`config.mk`:
```
export PLATFORM = sky130hd
export DESIGN_NAME = iobm_top
export DESIGN_NICKNAME = d
export VERILOG_FILES = /design/src/iobm_pkg.sv /design/src/iobm_top.sv /design/src/iobm_act.sv
export VERILOG_INCLUDE_DIRS = /design/src /design/src/src
export SDC_FILE = /design/constraint.sdc
export NUM_CORES = 1
export LEC_CHECK = 0
export BUFFER_PORTS_ARGS = -buffer_cell sky130_fd_sc_hd__buf_2
export CAP_MARGIN = 20
export CORE_UTILIZATION = 56
export CTS_CLUSTER_DIAMETER = 40
export CTS_CLUSTER_SIZE = 24
export DETAILED_ROUTE_END_ITERATION = 10
export GPL_TIMING_DRIVEN = 0
export HOLD_SLACK_MARGIN = 0.1
export PLACE_DENSITY = 0.76
export SLEW_MARGIN = 0
export SYNTH_ARGS = -nofsm -noshare
export SYNTH_HDL_FRONTEND = slang
export SYNTH_SLANG_ARGS = --single-unit
```
`constraint.sdc`:
```
create_clock -name clock_i -period 4.2 [get_ports clock_i]
set_clock_uncertainty 0.1 [all_clocks]
set_input_delay 0.21 -clock clock_i [delete_from_list [all_inputs] [get_ports clock_i]]
set_output_delay 0.21 -clock clock_i [all_outputs]
set_load 0.02 [all_outputs]
```
`src/iobm_cfg.svh`:
```
// Configuration macros for the I/O bus activity monitor
`ifndef IOBM_CFG_SVH
`define IOBM_CFG_SVH
// Clock rate in kHz
`define IOBM_CLK_KHZ 50000
// Observation window in microseconds (line steady if no edge within it)
`define IOBM_WIN_US 1000
// Cycles per microsecond taken first so the product stays inside 32 bits
`define IOBM_WIN_CYC (`IOBM_WIN_US * (`IOBM_CLK_KHZ / 1000))
// Identification indicator stretch in microseconds
`define IOBM_IDENT_US 100000
`define IOBM_IDENT_CYC (`IOBM_IDENT_US * (`IOBM_CLK_KHZ / 1000))
// Counter width for both windows
`define IOBM_CNT_W 24
`endif

```
`src/iobm_pkg.sv`:
```
// Types for the I/O bus activity monitor
package iobm_pkg;
   typedef logic [23:0] iobm_cnt_t;
   typedef enum logic [1:0] {IOBM_STOPPED, IOBM_RUNNING} iobm_mode_t;
endpackage

```
`src/iobm_top.sv`:
```
// Passive monitor of the serial I/O bus control lines
//
// Notes on behaviour
// - The ident indicator lights briefly on each pass, and a pass in run flags a faulty module.
// - While clear is high, output modules keep their outputs disabled.
// - Clear high while running flags a possibly broken clear line.
// - In run the latch and clock lines toggle and their indicators flash at bus speed.
// - Latch and clock both steady in run flags the bus unit under the monitor as bad.
// - Data and inverted data indicators alternate while data flows.
// - Both data indicators steady in run flags the bus unit under the monitor as bad.
// - The monitor has no address and never drives a bus line.
// - Plugging or pulling the monitor in any state cannot disturb the bus.
`timescale 1ns/1ps
`include "iobm_cfg.svh"
module iobm_top (
   // Clock, reset, enable
   input wire logic clock_i,
   input wire logic reset_i,
   input wire logic enable_i,
   // Bus lines, sensed only
   input wire logic ident_i,
   input wire logic clear_i,
   input wire logic latch_i,
   input wire logic bus_clk_i,
   input wire logic data_i,
   input wire logic data_n_i,
   // Controller mode, high in run
   input wire logic run_i,
   // Indicators
   output logic ident_led_o,
   output logic clear_led_o,
   output logic latch_led_o,
   output logic clk_led_o,
   output logic data_led_o,
   output logic data_n_led_o,
   // Fault flags
   output logic fault_module_o,
   output logic fault_clear_o,
   output logic fault_ctrl_o,
   output logic fault_data_o,
   // Gate for outputs of modules fed by this slot
   output logic outputs_off_o
);
   import iobm_pkg::*;

   // ----------------------------------------------------------------
   // Input synchronisers
   // ----------------------------------------------------------------
   localparam int NL = 7;
   logic [NL-1:0] raw;
   logic [NL-1:0] s1_ff;
   logic [NL-1:0] s2_ff;
   assign raw = {run_i, data_n_i, data_i, bus_clk_i, latch_i, clear_i, ident_i};

   // Two stages; nothing reads the first but the second
   // Clear stage resets high so module outputs stay disabled until clear is really seen
   always_ff @(posedge clock_i or posedge reset_i) begin
      if (reset_i) begin
         s1_ff <= 7'h02;
         s2_ff <= 7'h02;
      end else if (enable_i) begin
         s1_ff <= raw;
         s2_ff <= s1_ff;
      end
   end

   logic ident_s, clear_s, latch_s, bclk_s, data_s, datan_s, run_s;
   assign {run_s, datan_s, data_s, bclk_s, latch_s, clear_s, ident_s} = s2_ff;

   // ----------------------------------------------------------------
   // Activity classification
   // ----------------------------------------------------------------
   localparam iobm_cnt_t WIN = iobm_cnt_t'(`IOBM_WIN_CYC);
   logic [3:0] act;
   logic [3:0] edg;
   logic [3:0] lines;
   assign lines = {datan_s, data_s, bclk_s, latch_s};

   // One detector per toggling line
   genvar g;
   generate
      for (g = 0; g < 4; g++) begin : g_act
         iobm_act u_act (
            .clock_i(clock_i),
            .reset_i(reset_i),
            .enable_i(enable_i),
            .line_i(lines[g]),
            .window_i(WIN),
            .edge_o(edg[g]),
            .active_o(act[g])
         );
      end
   endgenerate

   // ----------------------------------------------------------------
   // Ident stretch and mode tracking
   // ----------------------------------------------------------------
   localparam iobm_cnt_t IDW = iobm_cnt_t'(`IOBM_IDENT_CYC);
   iobm_cnt_t id_cnt_ff;
   iobm_mode_t mode_ff;
   logic id_prev_ff;
   logic id_rise;
   assign id_rise = ident_s & ~id_prev_ff;

   // Mode follows the synchronised run input
   always_ff @(posedge clock_i or posedge reset_i) begin
      if (reset_i) begin
         mode_ff <= IOBM_STOPPED;
         id_prev_ff <= 1'b0;
      end else if (enable_i) begin
         mode_ff <= run_s ? IOBM_RUNNING : IOBM_STOPPED;
         id_prev_ff <= ident_s;
      end
   end

   // Stretch short ident pulses so the indicator is visible
   always_ff @(posedge clock_i or posedge reset_i) begin
      if (reset_i) begin
         id_cnt_ff <= '0;
      end else if (enable_i) begin
         if (id_rise) begin
            id_cnt_ff <= IDW;
         end else if (id_cnt_ff != '0) begin
            id_cnt_ff <= id_cnt_ff - iobm_cnt_t'(1);
         end
      end
   end

   // ----------------------------------------------------------------
   // Indicators and faults, all registered
   // ----------------------------------------------------------------
   logic running;
   assign running = (mode_ff == IOBM_RUNNING);

   // Indicators other than ident mirror line levels; run flashing comes from the lines themselves
   always_ff @(posedge clock_i or posedge reset_i) begin
      if (reset_i) begin
         ident_led_o <= 1'b0;
         clear_led_o <= 1'b0;
         latch_led_o <= 1'b0;
         clk_led_o <= 1'b0;
         data_led_o <= 1'b0;
         data_n_led_o <= 1'b0;
         outputs_off_o <= 1'b1;
      end else if (enable_i) begin
         ident_led_o <= ident_s | (id_cnt_ff != '0);
         clear_led_o <= clear_s;
         latch_led_o <= latch_s;
         clk_led_o <= bclk_s;
         data_led_o <= data_s;
         data_n_led_o <= datan_s;
         outputs_off_o <= clear_s;
      end
   end

   // Fault flags: level while the condition holds; module fault is sticky until stop
   always_ff @(posedge clock_i or posedge reset_i) begin
      if (reset_i) begin
         fault_module_o <= 1'b0;
         fault_clear_o <= 1'b0;
         fault_ctrl_o <= 1'b0;
         fault_data_o <= 1'b0;
      end else if (enable_i) begin
         if (running && id_rise) begin
            fault_module_o <= 1'b1;
         end else if (!running) begin
            fault_module_o <= 1'b0;
         end
         fault_clear_o <= running & clear_s;
         fault_ctrl_o <= running & ~act[0] & ~act[1];
         fault_data_o <= running & ~act[2] & ~act[3];
      end
   end
endmodule

```
`src/iobm_act.sv`:
```
// Activity detector for one synchronised bus line
`timescale 1ns/1ps
module iobm_act (
   // Clock and reset
   input wire logic clock_i,
   input wire logic reset_i,
   input wire logic enable_i,
   // Observed level and window length
   input wire logic line_i,
   input wire logic [23:0] window_i,
   // Classification
   output logic edge_o,
   output logic active_o
);
   logic prev_ff;
   logic [1:0] settle_ff;
   logic [23:0] quiet_ff;

   // Edges ignored until the synchroniser holds real levels; avoids a false edge after reset
   always_ff @(posedge clock_i or posedge reset_i) begin
      if (reset_i) begin
         settle_ff <= 2'h0;
      end else if (enable_i && settle_ff != 2'h3) begin
         settle_ff <= settle_ff + 2'h1;
      end
   end

   // Previous level for edge finding
   always_ff @(posedge clock_i or posedge reset_i) begin
      if (reset_i) begin
         prev_ff <= 1'b0;
      end else if (enable_i) begin
         prev_ff <= line_i;
      end
   end

   assign edge_o = (settle_ff == 2'h3) & (prev_ff != line_i);

   // Quiet counter restarts on each edge, saturates at the window
   always_ff @(posedge clock_i or posedge reset_i) begin
      if (reset_i) begin
         quiet_ff <= 24'h000000;
         active_o <= 1'b0;
      end else if (enable_i) begin
         if (edge_o) begin
            quiet_ff <= 24'h000000;
            active_o <= 1'b1;
         end else if (quiet_ff >= window_i) begin
            active_o <= 1'b0;
         end else begin
            quiet_ff <= quiet_ff + 24'h000001;
         end
      end
   end
endmodule

```
==> metrics.md, run 1 <==
| Metric | Value |
|---|---|
| Dpl hpwl | 11.61 mm |
| Tcrit/Tclk final | 0.6563 |
| Synthesized flop and latch total | 159 |
| Vias | 6131 |
| Worst Hold Class | input port to register |
| CP Data Required Time | 4.37 ns |
| Data arrival time of the critical path | 2.93 ns |
| CP startpoint kind | register |
| Layout cells sized above 1 | 0.1205 |
| Largest net degree at the start of global routing | 44 |
| Post-Synthesis Cell Area | 0.007727 mm^2 |
| Most Crowded Layer GR | met2 |
| Rows | 42 |
| Vias per inst | 6.094 |
| CTS Buf Count | 17 |
| Synth Instances | 766 |
| Pleak | 3.849 nW |
| Sequential fraction of the synthesis area | 0.5154 |
| Die H | 119.5 um |
| Status | completed |
| Setup TNS | 0 ns |
| Postcts setup bufs | 0 |
| Post-synth ARST share | 1.000 |
| RSZ-0062 raised after global routing | no |
| CTS tree | yes |
| Fin nets | 841 |
| Gpl congestion | 0.8819 |
| Max cap viols | 0 |
| Initial antenna violation count | 0 |
| All-Layer GR Usage | 0.2575 |
| Core box area | 0.01335 mm^2 |
| Gr ovfl total | 0 |
| DP Area | 0.008132 mm^2 |
| Commonest non-fill, non-tap cell in the layout | dfrtp_1 |
| Worst-margin pin slew | 0.8183 ns |
| Reg clk slew, reported paths | 0.07 ns |
| Critical Path Sink Type | register |
| Final setup vio count | 0 |
| Die ar. | 0.01427 mm^2 |
| Final ANT Viol Nets | 0 |
| Fillcell total | 1045 |
| Syn_area_per_cell | 10.09 um^2 |
| PostCTS Resize Cnt | 0 |
| First-pass GRT wire length | 29.10 mm |
| GR Layer Usage met2 | 0.4147 |
| Peak supply drop | 0.3789 mV |
| Max Fanout on Critical Path | 10 |
| Hold Vio Cnt, Final | 0 |
| Clk Latency, worst-skew pair | 0.43 ns |
| First-pass DRT Iterations | 7 |
| Met3 usage | 0.05220 |
| Minimum clock period | 2.756 ns |
| Pins Over Slew Limit | 0 |
| Post-route DRC | 0 |
| Initial Util | 0.5789 |
| Setup CP Type | register to register |
| Clk sinks | 159 |
| YS warnings | 0 |
| Unique masters post-synth | 57 |
| Diode count | 0 |
| Final instance area | 0.008805 mm^2 |
| Vias in the first global route | 6050 |
| Commonest cells after routing, fill and taps aside | dfrtp_1, nor2_1, nand2_1 |
| Hold-fix buffers at CTS | 8 |
| Post-synth EDFFs | 0 |
| Syn Nets | 790 |
| Hold WS | 0.1902 ns |
| Global Route met1 Usage | 0.3491 |
| IO Port Bufs | 20 |
| Clock Tree Buf Depth | 2 |
| Synth Flop Type | dfrtp_1 |
| Area growth, synth to finish | 13.94% |
| DR iter-0 viols | 534 |
| Wire per inst | 16.78 um |
| # IOs | 21 |
| Overall routed net length | 16.88 mm |
| CTS root buffer | clkbuf_16 |
| H-tree depth | 4 |
| Relative max-transition margin | 0.4525 |
| Fmax | 0.3628 GHz |
| Pwr dens | 503.6 mW/mm^2 |
| Die width | 119.5 um |
## routing by layer
| layer | vias up | wire length, um |
|---|---|---|
| met5 | - | 0 |
| met1 | 3061 | 7742 |
| met4 | 0 | 286 |
| li1 | 2874 | - |
| met3 | 27 | 752 |
| met2 | 169 | 8097 |
## stage by stage
step                      setup slack, ns  utilization  power (W)  cells
after floorplan                     1.658            -   0.002632    766
after global placement              1.040       0.6032   0.002806    962
after detailed placement            1.414       0.6092   0.002881    966
after CTS                           1.439       0.6596   0.004450   1006
after global routing                1.314       0.6596   0.004679   1006
final                               1.444       0.6596   0.004434   1006
## cell usage after synthesis (4+ instances only)
master | number | area share
or4_1 | 9 | 0.0087
nand4_1 | 25 | 0.020
nor4_1 | 29 | 0.023
nor3_1 | 29 | 0.019
and2_1 | 37 | 0.030
dfrtp_1 | 156 | 0.51
a21oi_1 | 18 | 0.012
nor4b_1 | 6 | 0.0068
a31oi_1 | 11 | 0.0089
nand2b_1 | 10 | 0.0081
nor2_1 | 68 | 0.033
o21ai_0 | 32 | 0.021
and3_1 | 10 | 0.0081
or3_1 | 12 | 0.0097
nand2_1 | 67 | 0.033
inv_1 | 25 | 0.012
a41o_1 | 4 | 0.0052
nor2b_1 | 4 | 0.0032
o31ai_1 | 4 | 0.0039
and4_1 | 10 | 0.011
a31o_2 | 6 | 0.0068
mux2i_1 | 6 | 0.0078
a22o_1 | 4 | 0.0045
clkbuf_1 | 27 | 0.013
nand3_1 | 19 | 0.012
mux2_2 | 23 | 0.034
xor2_1 | 10 | 0.011
xnor2_1 | 32 | 0.036
ha_1 | 14 | 0.023
o211ai_1 | 10 | 0.0097
## critical path: stages, from the launching register on
cell and delay (ns):
dfrtp_1 0.40, inv_1 0.09, ha_1 0.15, or4b_2 0.60, or4_4 0.45, buf_6 0.16, o31ai_1 0.41, or3_1 0.18
nand3_1 0.08
## cells by family after synthesis
| kind of cell | Yosys count | synth area share |
|---|---|---|
| compound gates | 114 | 0.09829 |
| fa+ha+maj | 14 | 0.02267 |
| xor+xnor | 42 | 0.04760 |
| simple gates | 352 | 0.2466 |
| flops | 159 | 0.5154 |
| mux | 29 | 0.04129 |
| buf+inv | 56 | 0.02817 |
## worst paths after layout
path	slack (ns)	cells past startpoint	end	startpoint
setup / recovery	1.44	8	id_cnt_ff[14]$_DFFE_PP0P_	id_cnt_ff[0]$_DFFE_PP0P_
hold / removal	0.19	6	g_act[0].u_act.quiet_ff[10]$_DFFE_PP0P_	enable_i
setup reg to reg	1.44	8	id_cnt_ff[14]$_DFFE_PP0P_	id_cnt_ff[0]$_DFFE_PP0P_
hold reg to reg	0.37	1	g_act[2].u_act.settle_ff[0]$_DFFE_PP0P_	g_act[2].u_act.settle_ff[0]$_DFFE_PP0P_
max in group asynchronous	2.62	6	g_act[1].u_act.quiet_ff[7]$_DFFE_PP0P_	reset_i
min in group asynchronous	0.31	3	g_act[0].u_act.quiet_ff[8]$_DFFE_PP0P_	reset_i
## final cells by class
class	instances	area, um^2	area share
clock inverter	13	150.1	0.01705
multi-input combinational	551	3527	0.4006
tap	176	220.2	0.02501
clock buffer	19	442.9	0.05031
sequential	159	3983	0.4523
timing repair buffer	32	260.3	0.02956
buffer	30	120.1	0.01364
inverter	26	101.3	0.01151
## power breakdown
| group | total [W] | internal (W) | switching, W |
|---|---|---|---|
| registers | 0.00200 | 0.00177 | 0.000233 |
| clock network | 0.00156 | 0.000905 | 0.000651 |
| logic | 0.000879 | 0.000377 | 0.000502 |
| total | 0.00443 | 0.00305 | 0.00139 |
## registers in the layout, indices dropped and copies added (netlist names)
| name | count |
|---|---|
| id_prev_ff | 1 |
| fault_clear_o | 1 |
| ident_led_o | 1 |
| g_act.u_act.settle_ff | 8 |
| fault_module_o | 1 |
| s2_ff | 7 |
| g_act.u_act.quiet_ff | 96 |
| mode_ff | 1 |
| fault_data_o | 1 |
| clear_led_o | 1 |
| s1_ff | 7 |
| g_act.u_act.active_o | 4 |
| id_cnt_ff | 24 |
| fault_ctrl_o | 1 |
| g_act.u_act.prev_ff | 4 |
| outputs_off_o | 1 |
Power figures use the tool's default switching activity.
==> run 2: changes to the inputs <==
==> constraint.sdc (replaced) <==
create_clock -name clock_i -period 2.4 [get_ports clock_i]
set_clock_uncertainty 0.1 [all_clocks]
set_input_delay 0.12 -clock clock_i [delete_from_list [all_inputs] [get_ports clock_i]]
set_output_delay 0.12 -clock clock_i [all_outputs]
set_load 0.02 [all_outputs]
==> run 2 against run 1 <==
  * The run now ends with negative setup slack left
  * Worst hold slack worse by 0.070 ns
  * Final cell count is 1.7% higher
  * Critical path depth decreased by 2
  * First-iteration DRC count fell by 8.4%
  * Flip-flop and latch count did not move
  * Register-to-register slack worse by 1.6 ns
  * Fmax grew 7.5%
  * Highest routed layer unchanged
==> metrics.md, run 2 (synthesis gave the netlist of run 1 again) <==
| Metric | Value |
|---|---|
| Status | finished, violations left |
| Failing checks | negative setup slack |
| Clk sinks | 159 (unchanged) |
| Hold WS | 0.1204 ns (-0.06980 ns) |
| Crit-path cells | or4_4 > or4_4 > buf_6 > or4_4 > nand3b_1 > a21oi_1 |
| Critical Path Sink Type | register |
| First-pass DRT Iterations | 4 (-3) |
| Relative max-transition margin | 0.4208 (-0.03171) |
| Reg clk slew, reported paths | 0.06 ns (about the same) |
| Critical path's slowest cell | or4_4 |
| CTS tree | yes |
| All-Layer GR Usage | 0.2745 (+0.01702) |
| Dpl hpwl | 11.75 mm (+1.2%) |
| Clk Latency, worst-skew pair | 0.43 ns (about the same) |
| Setup CP Type | register to register |
| Initial Util | 0.5789 (unchanged) |
| Fin nets | 858 (+2.0%) |
| Combinational share of power | 0.212 (+0.014) |
| H-tree depth | 4 (unchanged) |
| Register share of total power | 0.431 (-0.020) |
| Largest net degree at the start of global routing | 44 (unchanged) |
| Pre-CTS WS | -0.4077 ns (-1.822 ns) |
| First-pass GRT wire length | 30.76 mm (+5.7%) |
| DR iter-0 viols | 489 (-8.4%) |
| Clock share of power | 0.358 (+0.007) |
| Clock Tree Buf Depth | 2 (unchanged) |
| Commonest non-fill, non-tap cell in the layout | dfrtp_1 |
| Sw Pwr | 0.002462 W (+78%) |
| Gr ovfl total | 0 (unchanged) |
| Slack of the critical path | -0.1647 ns (-1.608 ns) |
| RSZ-0062 raised after global routing | yes |
| Die H | 119.5 um (unchanged) |
| Vias | 6255 (+2.0%) |
| Net Sw Frac | 0.3038 (-0.008844) |
| CP Data Required Time | 2.57 ns (-1.80 ns) |
| Overall routed net length | 18.16 mm (+7.6%) |
| Die ar. | 0.01427 mm^2 (unchanged) |
| Worst Hold Class | input port to asynchronous set/reset pin |
| Diode count | 0 (unchanged) |
| Area growth, synth to finish | 18.86% |
| Pleak | 3.997 nW (+3.9%) |
| Final ANT Viol Nets | 0 (unchanged) |
| Top reg by flops | g_act.u_act.quiet_ff |
| Critical Path Most Common Cell | or4_4 |
| Post-route DRC | 0 (unchanged) |
| Tcrit/Tclk final | 1.069 (+0.4123) |
| Pins Over Slew Limit | 0 (unchanged) |
| Wire per inst | 17.75 um (+5.8%) |
| Minimum clock period | 2.565 ns (-0.1918 ns) |
| Max cap viols | 0 (unchanged) |
| Final setup vio count | 20 (+20) |
| Max incr delay on CP | 0.57 ns (-0.03 ns) |
| Pwr dens | 882.2 mW/mm^2 (+75%) |
| CTS Buf Count | 17 (unchanged) |
| CP startpoint kind | register |
| Vias in the first global route | 6413 (+6.0%) |
| Power Internal | 0.005641 W (+85%) |
| Top Registers | g_act.u_act.quiet_ff: 96 flops, id_cnt_ff: 24 flops, g_act.u_act.settle_ff: 8 flops |
| Commonest cells after routing, fill and taps aside | dfrtp_1, nor2_1, nand2_1 |
| Vias per inst | 6.114 (+0.33%) |
| # IOs | 21 (unchanged) |
| Largest register FFs | 96 (unchanged) |
| Hold Vio Cnt, Final | 0 (unchanged) |
| Data arrival time of the critical path | 2.73 ns (-0.20 ns) |
| CTS root buffer | clkbuf_16 |
| Final instance area | 0.009185 mm^2 (+4.3%) |
| Die width | 119.5 um (unchanged) |
| Gpl congestion | 0.8559 (-2.9%) |
| Peak supply drop | 0.6408 mV (+69%) |
| Core box area | 0.01335 mm^2 (unchanged) |
| Fmax | 0.3899 GHz (+7.5%) |
| Rows | 42 (unchanged) |
| DP Area | 0.008135 mm^2 (about the same) |
| IO Port Bufs | 20 (unchanged) |
| Worst-margin pin slew | 0.8651 ns (+0.04678 ns) |
| Initial antenna violation count | 0 (unchanged) |
| Layout cells sized above 1 | 0.1736 (+0.05307) |
| Max Fanout on Critical Path | 6 (-4) |
==> run 2: changes by cell type in the layout (fill, tap and decap cells not counted), sizes merged <==
cell,delta
clkbuf,+1
inv,-5
bufinv,+2
clkinv,+1
buf,+18
==> run 2: timing repair <==
action | 4_1_cts | 5_1_grt
buffers inserted | 10 | 8
pin swaps | 15 | 12
resized for setup | 21 | 26
hold endpoints to repair | 134 | 0
endpoints found under the setup margin | 25 | 35
hold buffers | 8 | 0
==> run 2: layout make-up <==
| cell class | count | area, um^2 |
|---|---|---|
| fillers | 995 | 4163 |
| flip-flops and latches | 159 | 3986 |
| multi-input cells | 551 | 3721 |
| clock buffers | 21 | 460.4 |
| repair buffers | 50 | 399.1 |
| well taps | 176 | 220.2 |
| clock inverters | 11 | 178.9 |
| plain buffers | 29 | 117.6 |
| inverters | 26 | 101.3 |
==> run 2: worst max-delay path, delay by kind of cell, from the launching register on <==
kind | cells | cell delay [ns]
AND/OR/NAND/NOR | 4 | 1.68
flip-flops | 1 | 0.40
buffers and inverters | 1 | 0.15
AO/OA/AOI/OAI | 1 | 0.07
==> run 2: per-layer routing <==
layer,track usage,part of all wire
met5,0,0
met4,0.1250,0.024
met3,0.06370,0.045
met2,0.4386,0.50
met1,0.3558,0.43
==> run 2: final timing paths <==
check / from / to / slack (ns) / cells past startpoint
setup / recovery: id_cnt_ff[2]$_DFFE_PP0P_ / id_cnt_ff[13]$_DFFE_PP0P_ / -0.16 / 6
hold / removal: reset_i / g_act[0].u_act.quiet_ff[16]$_DFFE_PP0P_ / 0.12 / 3
setup reg to reg: id_cnt_ff[2]$_DFFE_PP0P_ / id_cnt_ff[13]$_DFFE_PP0P_ / -0.16 / 6
hold reg to reg: g_act[0].u_act.active_o$_DFFE_PP0P_ / fault_ctrl_o$_DFFE_PP0P_ / 0.37 / 1
max in group asynchronous: reset_i / g_act[2].u_act.quiet_ff[4]$_DFFE_PP0P_ / 1.36 / 5
min in group clock_i: enable_i / g_act[0].u_act.quiet_ff[10]$_DFFE_PP0P_ / 0.14 / 6
==> run 2: power by group through the flow <==
| stage | Sequential (W) | Clock (W) | Combinational, W |
|---|---|---|---|
| 2_1_floorplan | 0.00346 | 0 | 0.00115 |
| 3_3_place_gp | 0.00350 | 0 | 0.00142 |
| 3_5_place_dp | 0.00353 | 0 | 0.00152 |
| 4_1_cts | 0.00347 | 0.00293 | 0.00166 |
| 5_1_grt | 0.00354 | 0.00305 | 0.00193 |
| 6_report | 0.00349 | 0.00290 | 0.00171 |
==> run 2: stage by stage <==
step	util	power [W]	instances	TNS, ns
3_3_place_gp	0.6035	0.004919	962	-117.51
5_1_grt	0.6881	0.008521	1023	-2.741
2_1_floorplan	-	0.004606	766	-0.3431
6_report	0.6881	0.008103	1023	-1.282
4_1_cts	0.6749	0.008060	1016	-0.9850
3_5_place_dp	0.6095	0.005053	966	-12.83
==> run 3: changes to the inputs <==
--- a/config.mk
+++ b/config.mk
@@ -8,6 +8,7 @@
 export LEC_CHECK = 0
 export BUFFER_PORTS_ARGS = -buffer_cell sky130_fd_sc_hd__buf_2
 export CAP_MARGIN = 20
+export CORE_ASPECT_RATIO = 0.6
 export CORE_UTILIZATION = 56
 export CTS_CLUSTER_DIAMETER = 40
 export CTS_CLUSTER_SIZE = 24
==> run 3 against run 2 <==
  * Power down 0.22%
  * Routed wire length grew 3.6%
  * Utilization grew 0.14 points
  * The flow still finishes with violations (negative setup slack)
  * Register-to-register slack worse by 0.03 ns
  * Non-clock buffer count down 8
  * Critical endpoint unchanged
  * Largest power group unchanged
  * Via count increased by 1.6%
  * First-iteration DRC count rose by 37%
  * Clock power about the same
  * Clock-buffer cell count down 3
==> metrics.md, run 3 (synthesis gave the netlist of run 1 again) <==
| Metric | Value |
|---|---|
| Data arrival time of the critical path | 2.77 ns (+0.04 ns) |
| Failing checks | negative setup slack |
| Power, Total | 0.008085 W (-0.22%) |
| Fin nets | 850 (-0.93%) |
| Hold Vio Cnt, Final | 0 (unchanged) |
| Commonest non-fill, non-tap cell in the layout | dfrtp_1 |
| Commonest cells after routing, fill and taps aside | dfrtp_1, nor2_1, nand2_1 |
| Max Fanout on Critical Path | 6 (unchanged) |
| Combinational share of power | 0.208 (-0.004) |
| Initial antenna violation count | 0 (unchanged) |
| DR iter-0 viols | 668 (+37%) |
| Rows | 32 (-24%) |
| Storage element area | 0.003986 mm^2 (unchanged) |
| Final setup vio count | 17 (-15%) |
| IO Port Bufs | 20 (unchanged) |
| Overall routed net length | 18.82 mm (+3.6%) |
| Tcrit/Tclk final | 1.082 (+0.01350) |
| Pwr dens | 892.9 mW/mm^2 (+1.2%) |
| Wire per inst | 18.69 um (+5.2%) |
| DP Area | 0.008108 mm^2 (-0.34%) |
| # IOs | 21 (unchanged) |
| Die ar. | 0.01429 mm^2 (+0.10%) |
| Largest net degree at the start of global routing | 44 (unchanged) |
| Relative max-transition margin | 0.3582 (-0.06258) |
| Clk sinks | 159 (unchanged) |
| Status | finished, violations left |
| Area of the multi-input gates | 0.003681 mm^2 (-1.1%) |
| CTS root buffer | clkbuf_16 |
| Diode count | 0 (unchanged) |
| Dpl hpwl | 12.52 mm (+6.5%) |
| Setup CP Type | register to register |
| Register share of total power | 0.436 (+0.005) |
| Final instance area | 0.009055 mm^2 (-1.4%) |
| Top reg by flops | g_act.u_act.quiet_ff |
| Layout cells sized above 1 | 0.1649 (-0.008679) |
| Initial Util | 0.5884 (+0.009487) |
| First-pass DRT Iterations | 6 (+2) |
| Die H | 92.99 um (-22%) |
| Slack of the critical path | -0.1971 ns (-0.03240 ns) |
| Reg clk slew, reported paths | 0.07 ns (about the same) |
| Gpl congestion | 0.9556 (+12%) |
| Vias in the first global route | 6233 (-2.8%) |
| Clock Tree Buf Depth | 2 (unchanged) |
| Sw Pwr | 0.002502 W (+1.6%) |
| Reg2reg start | id_cnt_ff[3]$_DFFE_PP0P_ |
| Vias per inst | 6.311 (+3.2%) |
| Top Registers | g_act.u_act.quiet_ff: 96 flops, id_cnt_ff: 24 flops, g_act.u_act.settle_ff: 8 flops |
| CP Data Required Time | 2.57 ns (about the same) |
| First-pass GRT wire length | 31.19 mm (+1.4%) |
| Peak supply drop | 0.5718 mV (-11%) |
| Die width | 153.7 um (+29%) |
| Net Sw Frac | 0.3094 (+0.005631) |
| Hold WS | 0.1445 ns (+0.02406 ns) |
| Fmax | 0.3850 GHz (-1.2%) |
| Clock share of power | 0.356 (-0.002) |
| Power Internal | 0.005583 W (-1.0%) |
| H-tree depth | 4 (unchanged) |
| Area growth, synth to finish | 17.18% |
| Largest register FFs | 96 (unchanged) |
| Fillcell total | 932 (-6.3%) |
| Pleak | 3.938 nW (-1.5%) |
| Pins Over Slew Limit | 0 (unchanged) |
| Vias | 6355 (+1.6%) |
| Minimum clock period | 2.597 ns (+0.03240 ns) |
| RSZ-0062 raised after global routing | yes |
| Critical Path Sink Type | register |
| Gr ovfl total | 0 (unchanged) |
| Worst Hold Class | input port to register |
| CP startpoint | id_cnt_ff[3]$_DFFE_PP0P_ |
| CTS Buf Count | 17 (unchanged) |
| Hold_sp | enable_i |
| Post-route DRC | 0 (unchanged) |
| Clk Latency, worst-skew pair | 0.43 ns (about the same) |
| Worst-margin pin slew | 0.9585 ns (+0.09346 ns) |
| All-Layer GR Usage | 0.2793 (+0.004729) |
| CTS tree | yes |
| Core box area | 0.01313 mm^2 (-1.6%) |
| Final ANT Viol Nets | 0 (unchanged) |
| Max cap viols | 0 (unchanged) |
| CP startpoint kind | register |
## run 3: repair_timing
item / CTS / global route
endpoints found under the hold margin: 40 / 0
setup buffers: 8 / 5
pin swaps: 12 / 12
setup endpoints to repair: 31 / 42
resized for setup: 14 / 26
hold buffers: 8 / 0
## run 3: final timing paths
kind / endpoint / slack [ns] / cells after the start
setup / recovery: id_cnt_ff[13]$_DFFE_PP0P_ / -0.20 / 6
hold / removal: g_act[0].u_act.quiet_ff[10]$_DFFE_PP0P_ / 0.14 / 6
setup reg to reg: id_cnt_ff[13]$_DFFE_PP0P_ / -0.20 / 6
hold reg to reg: g_act[2].u_act.quiet_ff[20]$_DFFE_PP0P_ / 0.39 / 1
max in group asynchronous: g_act[3].u_act.quiet_ff[5]$_DFFE_PP0P_ / 0.70 / 6
min in group asynchronous: s1_ff[6]$_DFFE_PP0P_ / 0.27 / 3
## run 3: per-layer routing
layer  share of wire  vias to the layer above  global-route usage
li1                -                     2882                   -
met1            0.45                     3187              0.3966
met2            0.46                      254              0.4314
met3           0.072                       32             0.06441
met4           0.015                        0             0.08000
met5               0                        -                   0
## run 3: power by group through the flow
stage | clock [W] | sequential [W] | combinational (W)
after floorplan | 0 | 0.00346 | 0.00115
after global placement | 0 | 0.00350 | 0.00144
after detailed placement | 0 | 0.00354 | 0.00154
after CTS | 0.00290 | 0.00348 | 0.00166
after global routing | 0.00301 | 0.00357 | 0.00190
final | 0.00288 | 0.00352 | 0.00168
## run 3: critical path, cell delays in order, from the launching register on
cell and delay, ns:
dfrtp_2 0.41, or4_4 0.55, or4_4 0.58, buf_6 0.15, or4_4 0.46, nand3b_1 0.13, a21oi_2 0.07
## run 3: cell type report
type                       count  share of cell area
inverter                      26             0.01119
sequential                   159              0.4402
clock inverter                12             0.02045
buffer                        27             0.01230
multi-input combinational    551              0.4065
clock buffer                  18             0.04850
timing repair buffer          44             0.03731
tap                          170             0.02349
## run 3: metrics by stage
step | setup slack (ns) | utilization | TNS [ns] | std cells
2_1_floorplan | -0.1082 | - | -0.3431 | 766
3_3_place_gp | -0.6940 | 0.6128 | -112.48 | 956
3_5_place_dp | -0.3230 | 0.6174 | -10.58 | 959
4_1_cts | -0.1591 | 0.6794 | -1.320 | 1005
5_1_grt | -0.2364 | 0.6895 | -2.920 | 1007
6_report | -0.1971 | 0.6895 | -1.291 | 1007
